--- src/hdl/vss_map.vh ---
/*
 * Constants for the display sync/mode sequencer host: register map,
 * field layout, reset values and pin timing.
 * Included by the host module; definitions only.
 */
`ifndef VSS_MAP_VH
`define VSS_MAP_VH

// ****************************************************************
// Register offsets (byte addresses, one word each)
// ****************************************************************
`define VSS_OFS_CTRL 5'h00
`define VSS_OFS_CFG 5'h04
`define VSS_OFS_ADDR 5'h08
`define VSS_OFS_DATA 5'h0c
`define VSS_OFS_CMD 5'h10
`define VSS_OFS_STAT 5'h14

// ****************************************************************
// Fields
// ****************************************************************
`define VSS_CTRL_POR_BIT 0
`define VSS_CFG_STD_LSB 0
`define VSS_CFG_STD_MSB 1
`define VSS_CFG_XTAL_BIT 2
`define VSS_CFG_FSC_BIT 3
`define VSS_STD_NTSC 2'h0
`define VSS_STD_PAL 2'h1
`define VSS_STD_SELECT_A 2'h2
`define VSS_WAIT_NONE 2'h0
`define VSS_WAIT_20 2'h1
`define VSS_WAIT_30 2'h2
`define VSS_WAIT_200 2'h3
`define VSS_CFG_RESET 4'h0

// Superimpose control location in the device map
`define VSS_COLOR_SUPERIMPOSE_ENABLE_ADDR 24'h0002b0
`define VSS_COLOR_SUPERIMPOSE_ENABLE_MASK 24'h000001

// Frame byte positions, counted from 0: last address byte, last data byte
`define VSS_BYTE_ADDR_END 3'h2
`define VSS_BYTE_DATA_END 3'h5

// ****************************************************************
// Timing
// ****************************************************************
`define VSS_CLK_NS 25
`define VSS_MS_NS 1000000
`define VSS_T_SCK_NS 200
`define VSS_T_CSSU_NS 200
`define VSS_T_ADSU_NS 200
`define VSS_T_ADH_NS 200
`define VSS_T_CSH_NS 2000
`define VSS_T_WORDH_NS 2000
`define VSS_T_ACLOW_MS 1
`define VSS_T_POR_MS 200
`define VSS_T_OSC_MS 20
`define VSS_T_INTL_MS 30

`endif

--- src/hdl/vss_host.v ---
/*
 * Host-side sequencer for an on-screen character display controller.
 * Drives auto-clear, chip select, strobe and the 8-bit data pins, runs
 * the start-up and settling waits, and takes orders over APB.
 * Assumes pclk at 40 MHz and a line sync input from the video path.
 */
// Implementation choices: the placing of the registers and the APB slave port.
//
// Contract
// - Crystal subcarrier forces superimpose control to zero
// - Superimpose settings per standard set by software
// - Burst phase low for NTSC, toggles otherwise
// - Subcarrier starts 20 ms before oscillator stable
// - Display off, then 20 ms without data
// - Sync, standard high, interlaced, then 30 ms
// - Then noninterlace and 628-line select high
// - Load registers and RAMs before display enable
// - Pass through interlaced mode before field fixing
// - Auto-clear low, release, 200 ms before writing
// - First write oscillator level bits, 20 ms
// - Tuning bits, 20 ms, rest, then display on
// - Three address bytes, then 24-bit data words
`timescale 1ns/1ps
`include "vss_map.vh"

module vss_host #(
    parameter CYC_PER_MS = 40000
) (
    // APB slave
    input wire pclk,
    input wire presetn,
    input wire psel,
    input wire penable,
    input wire pwrite,
    input wire [31:0] paddr,
    input wire [31:0] pwdata,
    output reg [31:0] prdata,
    output reg pready,
    output reg pslverr,
    // Device pins
    output reg auto_clear_n,
    output reg cs_n,
    output reg sck,
    output reg [7:0] ad,
    output reg burst_phase_input,
    output reg subcarrier_enable,
    // Video line sync from outside
    input wire line_sync
);

    // ****************************************************************
    // Timing counts
    // ****************************************************************
    localparam CYC_SCK = (`VSS_T_SCK_NS + `VSS_CLK_NS - 1) / `VSS_CLK_NS;
    localparam CYC_CSSU = (`VSS_T_CSSU_NS + `VSS_CLK_NS - 1) / `VSS_CLK_NS;
    localparam CYC_ADSU = (`VSS_T_ADSU_NS + `VSS_CLK_NS - 1) / `VSS_CLK_NS;
    localparam CYC_ADH = (`VSS_T_ADH_NS + `VSS_CLK_NS - 1) / `VSS_CLK_NS;
    localparam CYC_CSH = (`VSS_T_CSH_NS + `VSS_CLK_NS - 1) / `VSS_CLK_NS;
    localparam CYC_WORDH = (`VSS_T_WORDH_NS + `VSS_CLK_NS - 1) / `VSS_CLK_NS;

    localparam TW = 20;
    localparam [TW-1:0] MS_RELOAD = CYC_PER_MS - 1;

    // Loads at counter width; 20 bits cap CYC_PER_MS near one million
    localparam [TW-1:0] LD_SCK = CYC_SCK - 1;
    localparam [TW-1:0] LD_CSSU = CYC_CSSU - 1;
    localparam [TW-1:0] LD_ADSU = CYC_ADSU - 1;
    localparam [TW-1:0] LD_ADH = CYC_ADH - 1;
    localparam [TW-1:0] LD_CSH = CYC_CSH - 1;
    localparam [TW-1:0] LD_WORDH = CYC_WORDH - 1;

    // Millisecond counts at the width of the ms counter
    localparam [7:0] MS_ACLOW = `VSS_T_ACLOW_MS;
    localparam [7:0] MS_POR = `VSS_T_POR_MS;
    localparam [7:0] MS_OSC = `VSS_T_OSC_MS;
    localparam [7:0] MS_INTL = `VSS_T_INTL_MS;

    // Last address byte and last data byte of a frame
    localparam [2:0] BYTE_ADDR_END = `VSS_BYTE_ADDR_END;
    localparam [2:0] BYTE_DATA_END = `VSS_BYTE_DATA_END;

    localparam [3:0] ST_IDLE = 4'h0;
    localparam [3:0] ST_ACLOW = 4'h1;
    localparam [3:0] ST_WAIT = 4'h2;
    localparam [3:0] ST_CSSU = 4'h3;
    localparam [3:0] ST_ADSU = 4'h4;
    localparam [3:0] ST_STRB = 4'h5;
    localparam [3:0] ST_ADH = 4'h6;
    localparam [3:0] ST_WORDH = 4'h7;
    localparam [3:0] ST_CSH = 4'h8;

    // ****************************************************************
    // APB register file
    // ****************************************************************
    reg [3:0] cfg_q;
    reg [23:0] addr_q;
    reg [23:0] data_q;
    reg [3:0] state_q;
    reg [TW-1:0] tmr_q;
    reg [7:0] ms_q;
    reg [47:0] word_q;
    reg [2:0] byte_q;
    reg [1:0] wait_q;
    reg [7:0] wait_ms;
    reg [31:0] rd_d;
    reg err_d;

    wire [4:0] ofs = paddr[4:0];
    wire mapped = (paddr[31:5] == 27'h0) && (paddr[1:0] == 2'h0) &&
        (ofs <= `VSS_OFS_STAT);
    wire wr_acc = psel & penable & pready & pwrite & ~pslverr;
    wire idle = (state_q == ST_IDLE);
    wire launch = wr_acc && (ofs == `VSS_OFS_CMD);
    wire por_go = wr_acc && (ofs == `VSS_OFS_CTRL) && pwdata[`VSS_CTRL_POR_BIT];
    wire [1:0] std = cfg_q[`VSS_CFG_STD_MSB:`VSS_CFG_STD_LSB];

    // Superimpose is impossible with a crystal subcarrier
    wire color_superimpose_enable_hit = cfg_q[`VSS_CFG_XTAL_BIT] && (addr_q == `VSS_COLOR_SUPERIMPOSE_ENABLE_ADDR);
    wire [23:0] data_eff = color_superimpose_enable_hit ? (data_q & ~`VSS_COLOR_SUPERIMPOSE_ENABLE_MASK) : data_q;

    always @* begin
        rd_d = 32'h0;
        err_d = ~mapped;
        case (ofs)
            `VSS_OFS_CFG: rd_d = {28'h0, cfg_q};
            `VSS_OFS_ADDR: rd_d = {8'h0, addr_q};
            `VSS_OFS_DATA: rd_d = {8'h0, data_q};
            `VSS_OFS_STAT: rd_d = {24'h0, ms_q[3:0], state_q};
            default: rd_d = 32'h0;
        endcase
        // Orders and new words are refused while a frame or wait runs
        if (pwrite && !idle && ofs != `VSS_OFS_STAT)
            err_d = 1'b1;
        if (!mapped)
            rd_d = 32'h0;
    end

    // Answer one cycle into the access phase, from flops
    always @(posedge pclk or negedge presetn) begin
        if (!presetn) begin
            pready <= 1'b0;
            pslverr <= 1'b0;
            prdata <= 32'h0;
            cfg_q <= `VSS_CFG_RESET;
            addr_q <= 24'h0;
            data_q <= 24'h0;
        end else begin
            pready <= psel & ~penable;
            if (psel & ~penable) begin
                pslverr <= err_d;
                prdata <= pwrite ? 32'h0 : rd_d;
            end else begin
                // Answer stands for the one access cycle only
                pslverr <= 1'b0;
                prdata <= 32'h0;
            end
            if (wr_acc) begin
                case (ofs)
                    `VSS_OFS_CFG: cfg_q <= pwdata[3:0];
                    `VSS_OFS_ADDR: addr_q <= pwdata[23:0];
                    `VSS_OFS_DATA: data_q <= pwdata[23:0];
                    default: cfg_q <= cfg_q;
                endcase
            end
        end
    end

    // ****************************************************************
    // Line sync and burst phase
    // ****************************************************************
    reg ls_m_q;
    reg ls_s_q;
    reg ls_p_q;

    always @(posedge pclk or negedge presetn) begin
        if (!presetn) begin
            ls_m_q <= 1'b0;
            ls_s_q <= 1'b0;
            ls_p_q <= 1'b0;
            burst_phase_input <= 1'b0;
            subcarrier_enable <= 1'b0;
        end else begin
            ls_m_q <= line_sync;
            ls_s_q <= ls_m_q;
            ls_p_q <= ls_s_q;
            // Software raises it ahead of the internal sync switch
            subcarrier_enable <= cfg_q[`VSS_CFG_FSC_BIT];
            if (std == `VSS_STD_NTSC)
                burst_phase_input <= 1'b0;
            else if (ls_s_q & ~ls_p_q)
                burst_phase_input <= ~burst_phase_input;
        end
    end

    // ****************************************************************
    // Sequencer and word transmitter
    // ****************************************************************
    always @* begin
        case (wait_q)
            `VSS_WAIT_20: wait_ms = MS_OSC;
            `VSS_WAIT_30: wait_ms = MS_INTL;
            `VSS_WAIT_200: wait_ms = MS_POR;
            default: wait_ms = 8'h0;
        endcase
    end

    wire tmr_done = (tmr_q == {TW{1'b0}});

    always @(posedge pclk or negedge presetn) begin
        if (!presetn) begin
            state_q <= ST_ACLOW;
            auto_clear_n <= 1'b0;
            cs_n <= 1'b1;
            sck <= 1'b1;
            ad <= 8'h0;
            tmr_q <= MS_RELOAD;
            ms_q <= MS_ACLOW;
            word_q <= 48'h0;
            byte_q <= 3'h0;
            wait_q <= `VSS_WAIT_NONE;
        end else begin
            case (state_q)
                ST_IDLE: begin
                    if (por_go) begin
                        auto_clear_n <= 1'b0;
                        tmr_q <= MS_RELOAD;
                        ms_q <= MS_ACLOW;
                        state_q <= ST_ACLOW;
                    end else if (launch) begin
                        word_q <= {addr_q, data_eff};
                        wait_q <= pwdata[1:0];
                        byte_q <= 3'h0;
                        cs_n <= 1'b0;
                        tmr_q <= LD_CSSU;
                        state_q <= ST_CSSU;
                    end
                end
                ST_ACLOW: begin
                    if (!tmr_done) begin
                        tmr_q <= tmr_q - 1'b1;
                    end else if (ms_q != 8'h1) begin
                        ms_q <= ms_q - 1'b1;
                        tmr_q <= MS_RELOAD;
                    end else begin
                        // Release, then hold off all writes
                        auto_clear_n <= 1'b1;
                        ms_q <= MS_POR;
                        tmr_q <= MS_RELOAD;
                        state_q <= ST_WAIT;
                    end
                end
                ST_WAIT: begin
                    if (!tmr_done) begin
                        tmr_q <= tmr_q - 1'b1;
                    end else if (ms_q != 8'h1) begin
                        ms_q <= ms_q - 1'b1;
                        tmr_q <= MS_RELOAD;
                    end else begin
                        ms_q <= 8'h0;
                        state_q <= ST_IDLE;
                    end
                end
                ST_CSSU: begin
                    if (!tmr_done) begin
                        tmr_q <= tmr_q - 1'b1;
                    end else begin
                        ad <= word_q[47:40];
                        tmr_q <= LD_ADSU;
                        state_q <= ST_ADSU;
                    end
                end
                ST_ADSU: begin
                    if (!tmr_done) begin
                        tmr_q <= tmr_q - 1'b1;
                    end else begin
                        sck <= 1'b0;
                        tmr_q <= LD_SCK;
                        state_q <= ST_STRB;
                    end
                end
                ST_STRB: begin
                    if (!tmr_done) begin
                        tmr_q <= tmr_q - 1'b1;
                    end else begin
                        // Byte taken on the rising strobe
                        sck <= 1'b1;
                        tmr_q <= LD_ADH;
                        state_q <= ST_ADH;
                    end
                end
                ST_ADH: begin
                    if (!tmr_done) begin
                        tmr_q <= tmr_q - 1'b1;
                    end else begin
                        word_q <= {word_q[39:0], 8'h0};
                        byte_q <= byte_q + 1'b1;
                        if (byte_q == BYTE_DATA_END) begin
                            tmr_q <= LD_CSH;
                            state_q <= ST_CSH;
                        end else if (byte_q == BYTE_ADDR_END) begin
                            // Word gap between address and data bytes
                            tmr_q <= LD_WORDH;
                            state_q <= ST_WORDH;
                        end else begin
                            ad <= word_q[39:32];
                            tmr_q <= LD_ADSU;
                            state_q <= ST_ADSU;
                        end
                    end
                end
                ST_WORDH: begin
                    if (!tmr_done) begin
                        tmr_q <= tmr_q - 1'b1;
                    end else begin
                        ad <= word_q[47:40];
                        tmr_q <= LD_ADSU;
                        state_q <= ST_ADSU;
                    end
                end
                ST_CSH: begin
                    if (!tmr_done) begin
                        tmr_q <= tmr_q - 1'b1;
                    end else begin
                        cs_n <= 1'b1;
                        // Settling waits after oscillator or mode writes
                        if (wait_q == `VSS_WAIT_NONE) begin
                            state_q <= ST_IDLE;
                        end else begin
                            ms_q <= wait_ms;
                            tmr_q <= MS_RELOAD;
                            state_q <= ST_WAIT;
                        end
                    end
                end
                default: begin
                    cs_n <= 1'b1;
                    sck <= 1'b1;
                    state_q <= ST_IDLE;
                end
            endcase
        end
    end

endmodule

--- config.mk ---
export PLATFORM = sky130hd
export DESIGN_NAME = vss_host
export DESIGN_NICKNAME = d
export VERILOG_FILES = /design/src/hdl/vss_host.v
export VERILOG_INCLUDE_DIRS = /design/src /design/src/hdl
export SDC_FILE = /design/constraint.sdc
export NUM_CORES = 1
export LEC_CHECK = 0
export BUFFER_PORTS_ARGS = -buffer_cell sky130_fd_sc_hd__buf_4
export CORE_ASPECT_RATIO = 1.2
export CORE_MARGIN = 3
export CORE_UTILIZATION = 29
export DETAILED_ROUTE_END_ITERATION = 6
export PLACE_DENSITY_LB_ADDON = 0.25
export SYNTH_ARGS = -nofsm -noshare
export SYNTH_HDL_FRONTEND = slang
export SYNTH_SLANG_ARGS = --single-unit
--- constraint.sdc ---
create_clock -name pclk -period 3.8 [get_ports pclk]
set_input_delay 0.76 -clock pclk [delete_from_list [all_inputs] [get_ports pclk]]
set_output_delay 0.76 -clock pclk [all_outputs]
set_load 0.02 [all_outputs]
---- Yosys cells after proc, flatten, opt, wreduce, memory -nomap -nowiden ----
Cells that the tools add are included.
storage, ports and cells
  register bits ........................... 187
  output and inout port bits .............. 47
  word-level logic and storage cells ...... 184
operators by class
  $add $sub $neg .......................... 3
  magnitude comparators ................... 1
  equality and inequality tests ........... 39
  mux-type cells .......................... 68
  bitwise gates (word level) .............. 14
  reduce and logical (&&, ||, !) cells .... 38
operator list
  cell                   count
  $mux 20                9
  $mux 48                3
  $pmux 20 s6            1
  $pmux 24 s4            1
  $pmux 48 s2            1
  $mux 8                 11
  $mux 32                2
  $mux 4                 12
  $pmux 4 s8             1
  $pmux 8 s4             1
  $logic_not 27->1       1
  $eq 24x10->1 const B   1
  $mux 24                1
  $ne 2x2->1 const B     12
  $pmux 8 s3             1
  $logic_not 20->1       1
  $sub 20x1->20 const B  1
  $eq 4x3->1 const B     4
  $pmux 8 s2             1
  $reduce_and 4->1       4
  $mux 7                 2
  $reduce_or 7->1        2
  $mux 1                 12
  $eq 5x4->1 const B     2
  other kinds (39)       76

---- Logic depth before layout (Yosys ltp) ----
Gate-level depths: netlist of the first run.
  depth in word-level cells ............... 8
  mapped depth ............................ 11
  gate-level depth less buffers ........... 7

---- Least setup slack after synthesis of the first run ----
OpenSTA, ideal clock, no wires.
  kind .................................... input to register
  start ................................... in paddr[1]
  end ..................................... reg addr_q[10]
  data arrival time ....................... 2.396 ns
  required time ........................... 3.675 ns
  path slack .............................. 1.280 ns
  stages .................................. 5
  path through ............................ nor3_1 -> nand2_1 -> nor4_1 -> buf_2 -> mux2_2
on the way
  word-level cells in the longest chain between the ends .. 2
ends and longest elaborated chain
  what                               line            text
  start: declaration                 vss_host.v:35   input wire [31:0] paddr,
  $eq 5x4->1                         vss_host.v:158  case (ofs)
  $reduce_and 2->1 (no source line)  -
  end signal: assignment             vss_host.v:160  `VSS_OFS_ADDR: addr_q <= pwdata[23:0];
  end: declaration                   vss_host.v:96   reg [23:0] addr_q;
No other way between the ends.
A chain may end at the register's enable or synchronous reset.

---- Final worst setup path of the first run ----
  start ................................... reg ms_q[0]
  end ..................................... reg tmr_q[17]
on the way
  word-level cells in the longest chain between the ends .. 3
ends and longest elaborated chain
  what                               line            text
  start: declaration                 vss_host.v:100  reg [7:0] ms_q;
  start signal: assignment           vss_host.v:242  ms_q <= ms_q - 1'b1;
  start signal: assignment           vss_host.v:256  ms_q <= ms_q - 1'b1;
  start signal: assignment           vss_host.v:329  ms_q <= wait_ms;
  $ne 8x1->1                         vss_host.v:255  end else if (ms_q != 8'h1) begin
  $ne 3x3->1 (no source line)        -
  $reduce_and 4->1 (no source line)  -
  end signal: assignment             vss_host.v:254  tmr_q <= tmr_q - 1'b1;
  end signal: assignment             vss_host.v:265  tmr_q <= tmr_q - 1'b1;
  end signal: assignment             vss_host.v:274  tmr_q <= tmr_q - 1'b1;
  end: declaration                   vss_host.v:99   reg [TW-1:0] tmr_q;
No other way between the ends.

==> impl_metrics.ini, run 1 <==
[clocking]
insertion_delay_ns = 0.44
clockBufferDepth = 2
cts_hold_buf = 0
cts_tree = done
cts_buffers = 17
h-tree-depth = 4
root_buffer = clkbuf_16
clk_pin_slew_ns = 0.07
ctsResizeCount = 0
cts_setup_buffers = 0
clock_sink_count = 179

[global_routing]
grt_pass1_wl_um = 39800
grt_max_degree = 87
grt_usage_pct = 15.6
grt.overflow.total = 0
grt_pass1_vias = 7003
antenna_found_initial = 0

[setup_path]
worst-setup-path-type = reg2reg
timing.critical_path.slowest_cell_delay_ns = 0.63
crit_arrival_ns = 3.14
cp_num_buf_inv = 1
crit_family = simple AND/OR/NAND/NOR gates
cp-start-kind = register
crit_chain = ha_1 > nor3b_1 > a32oi_1 > nor3_4 > buf_4 > nor4_1 > o21ba_1
crit_fanout = 18
crit_path_end_kind = register
worst-path-stages = 7
r2r_cells = 7
crit_required_ns = 4.13
critPathSlowestCell = nor3_4

[power_and_ir_drop]
ir_worst_vdd_mv = 0.263
power_mw = 3.77
p_per_area_nw_per_um2 = 360
leakagePower_nw = 4.64

[synth]
async_flop_share_pct = 100
syn_area_per_cell_um2 = 10.8
yosysTopAreaCell = dfrtp_1
syn-cell-area_um2 = 8790
synthTopCellsByArea = dfrtp_1, mux2_2, mux2i_1, dfstp_2, a21oi_1
synth_edf_count = 0
syn_inst = 814
yosys_most_used_dff = dfrtp_1
synth_seq_cells = 179
ys_seq_area_share_pct = 51.2
yosysMostFrequentCell = dfrtp_1
yosysTopAreaCellShare_pct = 47.0
netlist_top_cells_count = dfrtp_1, a21oi_1, mux2_2
yosysUniqueCellTypes = 70
ys_warn_count = 0

[placement]
io_buffers = 100
place_congestion = 0.827
placed_cells = 1268
dpl.hpwl_um = 17200

[route]
drt_iter0_drc = 345
drc_errors = 0
viasPerCell = 5.20
first_pass_iters = 5
vias = 6759
antenna_left = 0
routedWlPerCell_um = 18.9
wirelength_um = 24600

[layout]
num_antenna_cells = 0
area_delta_synth_final_pct = 19.3
finalNonFillerCells = 1299
layout-drive-gt1-share_pct = 26.0
final_nets = 978
fin_util_pct = 35.3

[sta]
grt_setup_unrepaired = false
skew_ns = 0.00933
setup_viol = 0
finalCritPeriodShare_pct = 74.1
slew-limit-headroom_pct = 32.2
fmax_ghz = 0.355
slew_viol_final = 0
tightest_slew_ns = 1.01
finalHoldViolations = 0
setup_tns_ns = 0
fin_crit_ns = 2.82

[floorplanning]
coreArea_um2 = 29700
die_h_um = 197
io_pins = 117
start_util_pct = 29.6
die_area_um2 = 32400
dieWidth_um = 165
std_cell_rows = 69

[status]
outcome = finished clean

[worst_hold_path]
hold_depth = 0
hp-class = reg2reg

[job]
cap_violations = 0
## layout make-up
class / instances / area (um^2)
clock buffer: 19 / 443
timing repair buffer: 122 / 935
fill: 3041 / 19200
tap: 390 / 488
clock inverter: 12 / 106
inverter: 15 / 56.3
multi-input combinational: 562 / 3960
sequential: 179 / 4500
## metal layers
layer | vias up | wire length (um) | GRT usage [%] | part of all wire (%)
li1 | 3183 | - | - | -
met1 | 3426 | 10700 | 20.5 | 43
met2 | 120 | 12700 | 26.4 | 52
met3 | 30 | 774 | 2.84 | 3.1
met4 | 0 | 450 | 4.57 | 1.8
met5 | - | 0 | 0 | 0
## worst register-to-register path: stages (launching register included)
cell and delay [ns]:
dfstp_2 0.59, ha_1 0.17, nor3b_1 0.51, a32oi_1 0.28
nor3_4 0.63, buf_4 0.30, nor4_1 0.07, o21ba_1 0.17
## path summary, 6_finish.rpt
check	end	slack, ns	startpoint
max	tmr_q[17]$_DFFE_PN0P_	0.98	ms_q[0]$_DFFE_PN1P_
min reg2reg	ls_s_q$_DFF_PN0_	0.35	ls_m_q$_DFF_PN0_
min	ls_s_q$_DFF_PN0_	0.35	ls_m_q$_DFF_PN0_
min in group asynchronous	data_q[14]$_DFFE_PN0P_	0.37	presetn
max reg2reg	tmr_q[17]$_DFFE_PN0P_	0.98	ms_q[0]$_DFFE_PN1P_
max in group asynchronous	ad[6]$_DFFE_PN0P_	2.53	presetn
## through the flow
step                      area [um^2]  setup slack [ns]  hold WS [ns]
after global routing            10500             0.731         0.357
after global placement           9930             0.840         0.336
after detailed placement         9930             0.842         0.338
after CTS                       10500             0.975         0.354
after floorplan                  8810              1.28         0.331
final                           10500             0.985         0.351
## placed cells by master (no fill, tap or decap), types with 5 or more instances in the layout
master     netlist  routed
a31oi_1          5       5
nor2_1          50      50
dfstp_2         14      14
o211ai_1         5       5
ha_1            11      11
o21ai_0         16      16
a22oi_1         18      18
mux2_2          55      55
conb_1           1       8
and3_1           6       6
inv_1           15      15
nor4_1          17      16
o2bb2ai_1        5       5
nor3_1          53      53
clkbuf_16        0      17
a32oi_1          5       5
dfrtp_1        165     165
buf_4            8     120
or3_1           10      10
xnor2_1          5       5
nand4_1          5       5
o22a_1           8       8
nand3_1         11      11
nand2_1         36      36
a22o_1          10      10
o21ai_1         11      11
or4_1           11      11
a21oi_1         63      63
nor2b_1          6       6
o31ai_1          9       9
a211oi_1        10      10
clkinv_2         0       5
nor4b_1          5       5
a222oi_1         8       8
mux2i_1         49      49
## power by group
group          total, mW  internal (mW)  switching, mW
Sequential          1.94           1.92         0.0163
Combinational      0.146         0.0639         0.0823
Clock               1.69          0.918          0.768
## cells by family after synthesis
kind of cell    share of synthesized area [%]
compound gates                           14.8
xor+xnor                                0.798
fa+ha+maj                                1.57
buf+inv                                  4.31
flops                                    51.2
mux                                      12.6
other cells                            0.0427
simple gates                             14.7
## registers in the layout (all words and copies together) (netlist names), 2 cells and up
signal,flops
ad,8
addr_q,24
byte_q,3
cfg_q,4
data_q,24
ms_q,8
prdata,24
state_q,4
tmr_q,20
wait_q,2
word_q,48
No activity file was read; power rests on OpenSTA's default activity.
==> run 2, diff against run 1 <==
Clock period 3.8 ns to 2.4 ns, I/O delays scaled along.
==> run 2 against run 1 <==
  * Critical path depth up 1
  * Wire length rose by 2.1%
  * Count of clock-buffer cells in the layout unchanged
  * Cell count increased by 3.5%
  * Critical path type unchanged
  * Critical endpoint is now tmr_q[4]$_DFFE_PN1P_
==> impl_metrics.ini, run 2 (same netlist as run 1, synthesis figures left out) <==
[sta]
finalCritPeriodShare_pct = 95.2
skew_ns = 0.00958
setup_viol = 0
fin_crit_ns = 2.29
grt_setup_unrepaired = true
setup_tns_ns = 0
slew-limit-headroom_pct = 61.1
tightest_slew_ns = 0.584
slew_viol_final = 0
fmax_ghz = 0.438
finalHoldViolations = 0

[layout]
fin_util_pct = 37.0
final_cell_mix = dfrtp_1, buf_4, a21oi_1
final_nets = 1023
area_delta_synth_final_pct = 25.1
largest_reg_flops = 48
layout_commonest_cell = dfrtp_1
regMostFlops = word_q
seq_area_um2 = 4500
layout-drive-gt1-share_pct = 30.1
multi_input_area_um2 = 3980
finalNonFillerCells = 1344
num_antenna_cells = 0
n_fill_cell = 3019

[clocking]
cts_setup_buffers = 0
cts_tree = done
clk_pin_slew_ns = 0.07
insertion_delay_ns = 0.43
h-tree-depth = 4
cts_buffers = 17
root_buffer = clkbuf_16
clock_sink_count = 179
clockBufferDepth = 2

[floorplanning]
die_h_um = 197
die_area_um2 = 32400
std_cell_rows = 69
io_pins = 117
start_util_pct = 29.6
coreArea_um2 = 29700
dieWidth_um = 165

[setup_path]
reg2reg_setup_slack_ns = 0.11
crit_arrival_ns = 2.65
crit_fanout = 8
r2r_end = tmr_q[4]$_DFFE_PN1P_
crit_path_end_kind = register
crit_required_ns = 2.76
r2r_cells = 8
cp-start-kind = register
worst-setup-path-type = reg2reg
regToRegStartpoint = ms_q[0]$_DFFE_PN1P_

[worst_hold_path]
hp-class = in2async

[route]
vias = 6920
routedWlPerCell_um = 18.7
drt_iter0_drc = 424
drc_errors = 0
first_pass_iters = 6
viasPerCell = 5.15
wirelength_um = 25100
antenna_left = 0

[global_routing]
grt_pass1_wl_um = 40000
grt_pass1_vias = 7029
grt_usage_pct = 15.7
antenna_found_initial = 0
grt_max_degree = 67
grt.overflow.total = 0

[placement]
io_buffers = 100
dpl.hpwl_um = 18000
placed_cells = 1313
place_congestion = 0.838

[power_and_ir_drop]
ir_worst_vdd_mv = 0.494
power_mw = 6.06
p_per_area_nw_per_um2 = 551
leakagePower_nw = 4.90

[status]
outcome = finished clean

[job]
cap_violations = 0
## run 2: changes by cell type in the layout (fill, tap and decap cells not counted), moves of 2 or more
cell,change
buf_12,+11
buf_4,+34
inv_8,+2
clkinv_2,-3
## run 2: through the flow
stage          hold WS (ns)  area (um^2)  setup WS (ns)
2_1_floorplan         0.184         8810          0.127
3_3_place_gp          0.339        10400         -0.128
3_5_place_dp          0.336        10400         -0.181
4_1_cts              0.0707        11000        0.00364
5_1_grt              0.0901        11000        -0.0123
6_report             0.0651        11000          0.115
## run 2: per-layer routing
metal	track usage [%]	wire length [um]	up-vias
li1	-	-	3269
met1	20.4	11100	3477
met2	26.4	12600	138
met3	2.90	830	36
met4	5.10	594	0
met5	0	0	-
## run 2: worst max-delay path by stage
stage                     slack (ns)               endpoint  cells past startpoint                 start
after floorplan                 0.13      ad[0]$_DFFE_PN0P_                      8  tmr_q[3]$_DFFE_PN1P_
after global placement         -0.13   tmr_q[9]$_DFFE_PN0P_                      8              paddr[1]
after detailed placement       -0.18  tmr_q[18]$_DFFE_PN0P_                      8              paddr[1]
after CTS                      0.004  tmr_q[10]$_DFFE_PN1P_                      6  tmr_q[3]$_DFFE_PN1P_
after global routing           -0.01  tmr_q[15]$_DFFE_PN1P_                      8   ms_q[0]$_DFFE_PN1P_
final                           0.11   tmr_q[4]$_DFFE_PN1P_                      8   ms_q[0]$_DFFE_PN1P_
## run 2: worst max-delay path: stages, from the launching register on
cell and delay [ns]:
dfstp_2 0.62, ha_1 0.18, nor3b_1 0.18, buf_4 0.17, a32oi_1 0.14, nor3_4 0.45
buf_4 0.22, a211oi_1 0.05, o22a_1 0.19
## run 2: final cells by class
type | instances | area share (%)
clock buffers | 19 | 4.03
clock inverters | 12 | 1.10
repair buffers | 167 | 12.8
well taps | 390 | 4.44
flip-flops and latches | 179 | 40.9
inverters | 15 | 0.512
multi-input cells | 562 | 36.2
## run 2: what timing repair did
action,in CTS,in global routing
resized for setup,0,6
hold buffers,0,0
setup endpoints to repair,0,71
## run 2: power by group
part	switching, mW	total, mW	internal (mW)
sequential	0.0256	3.07	3.04
combinational	0.133	0.249	0.116
clock	1.26	2.74	1.48
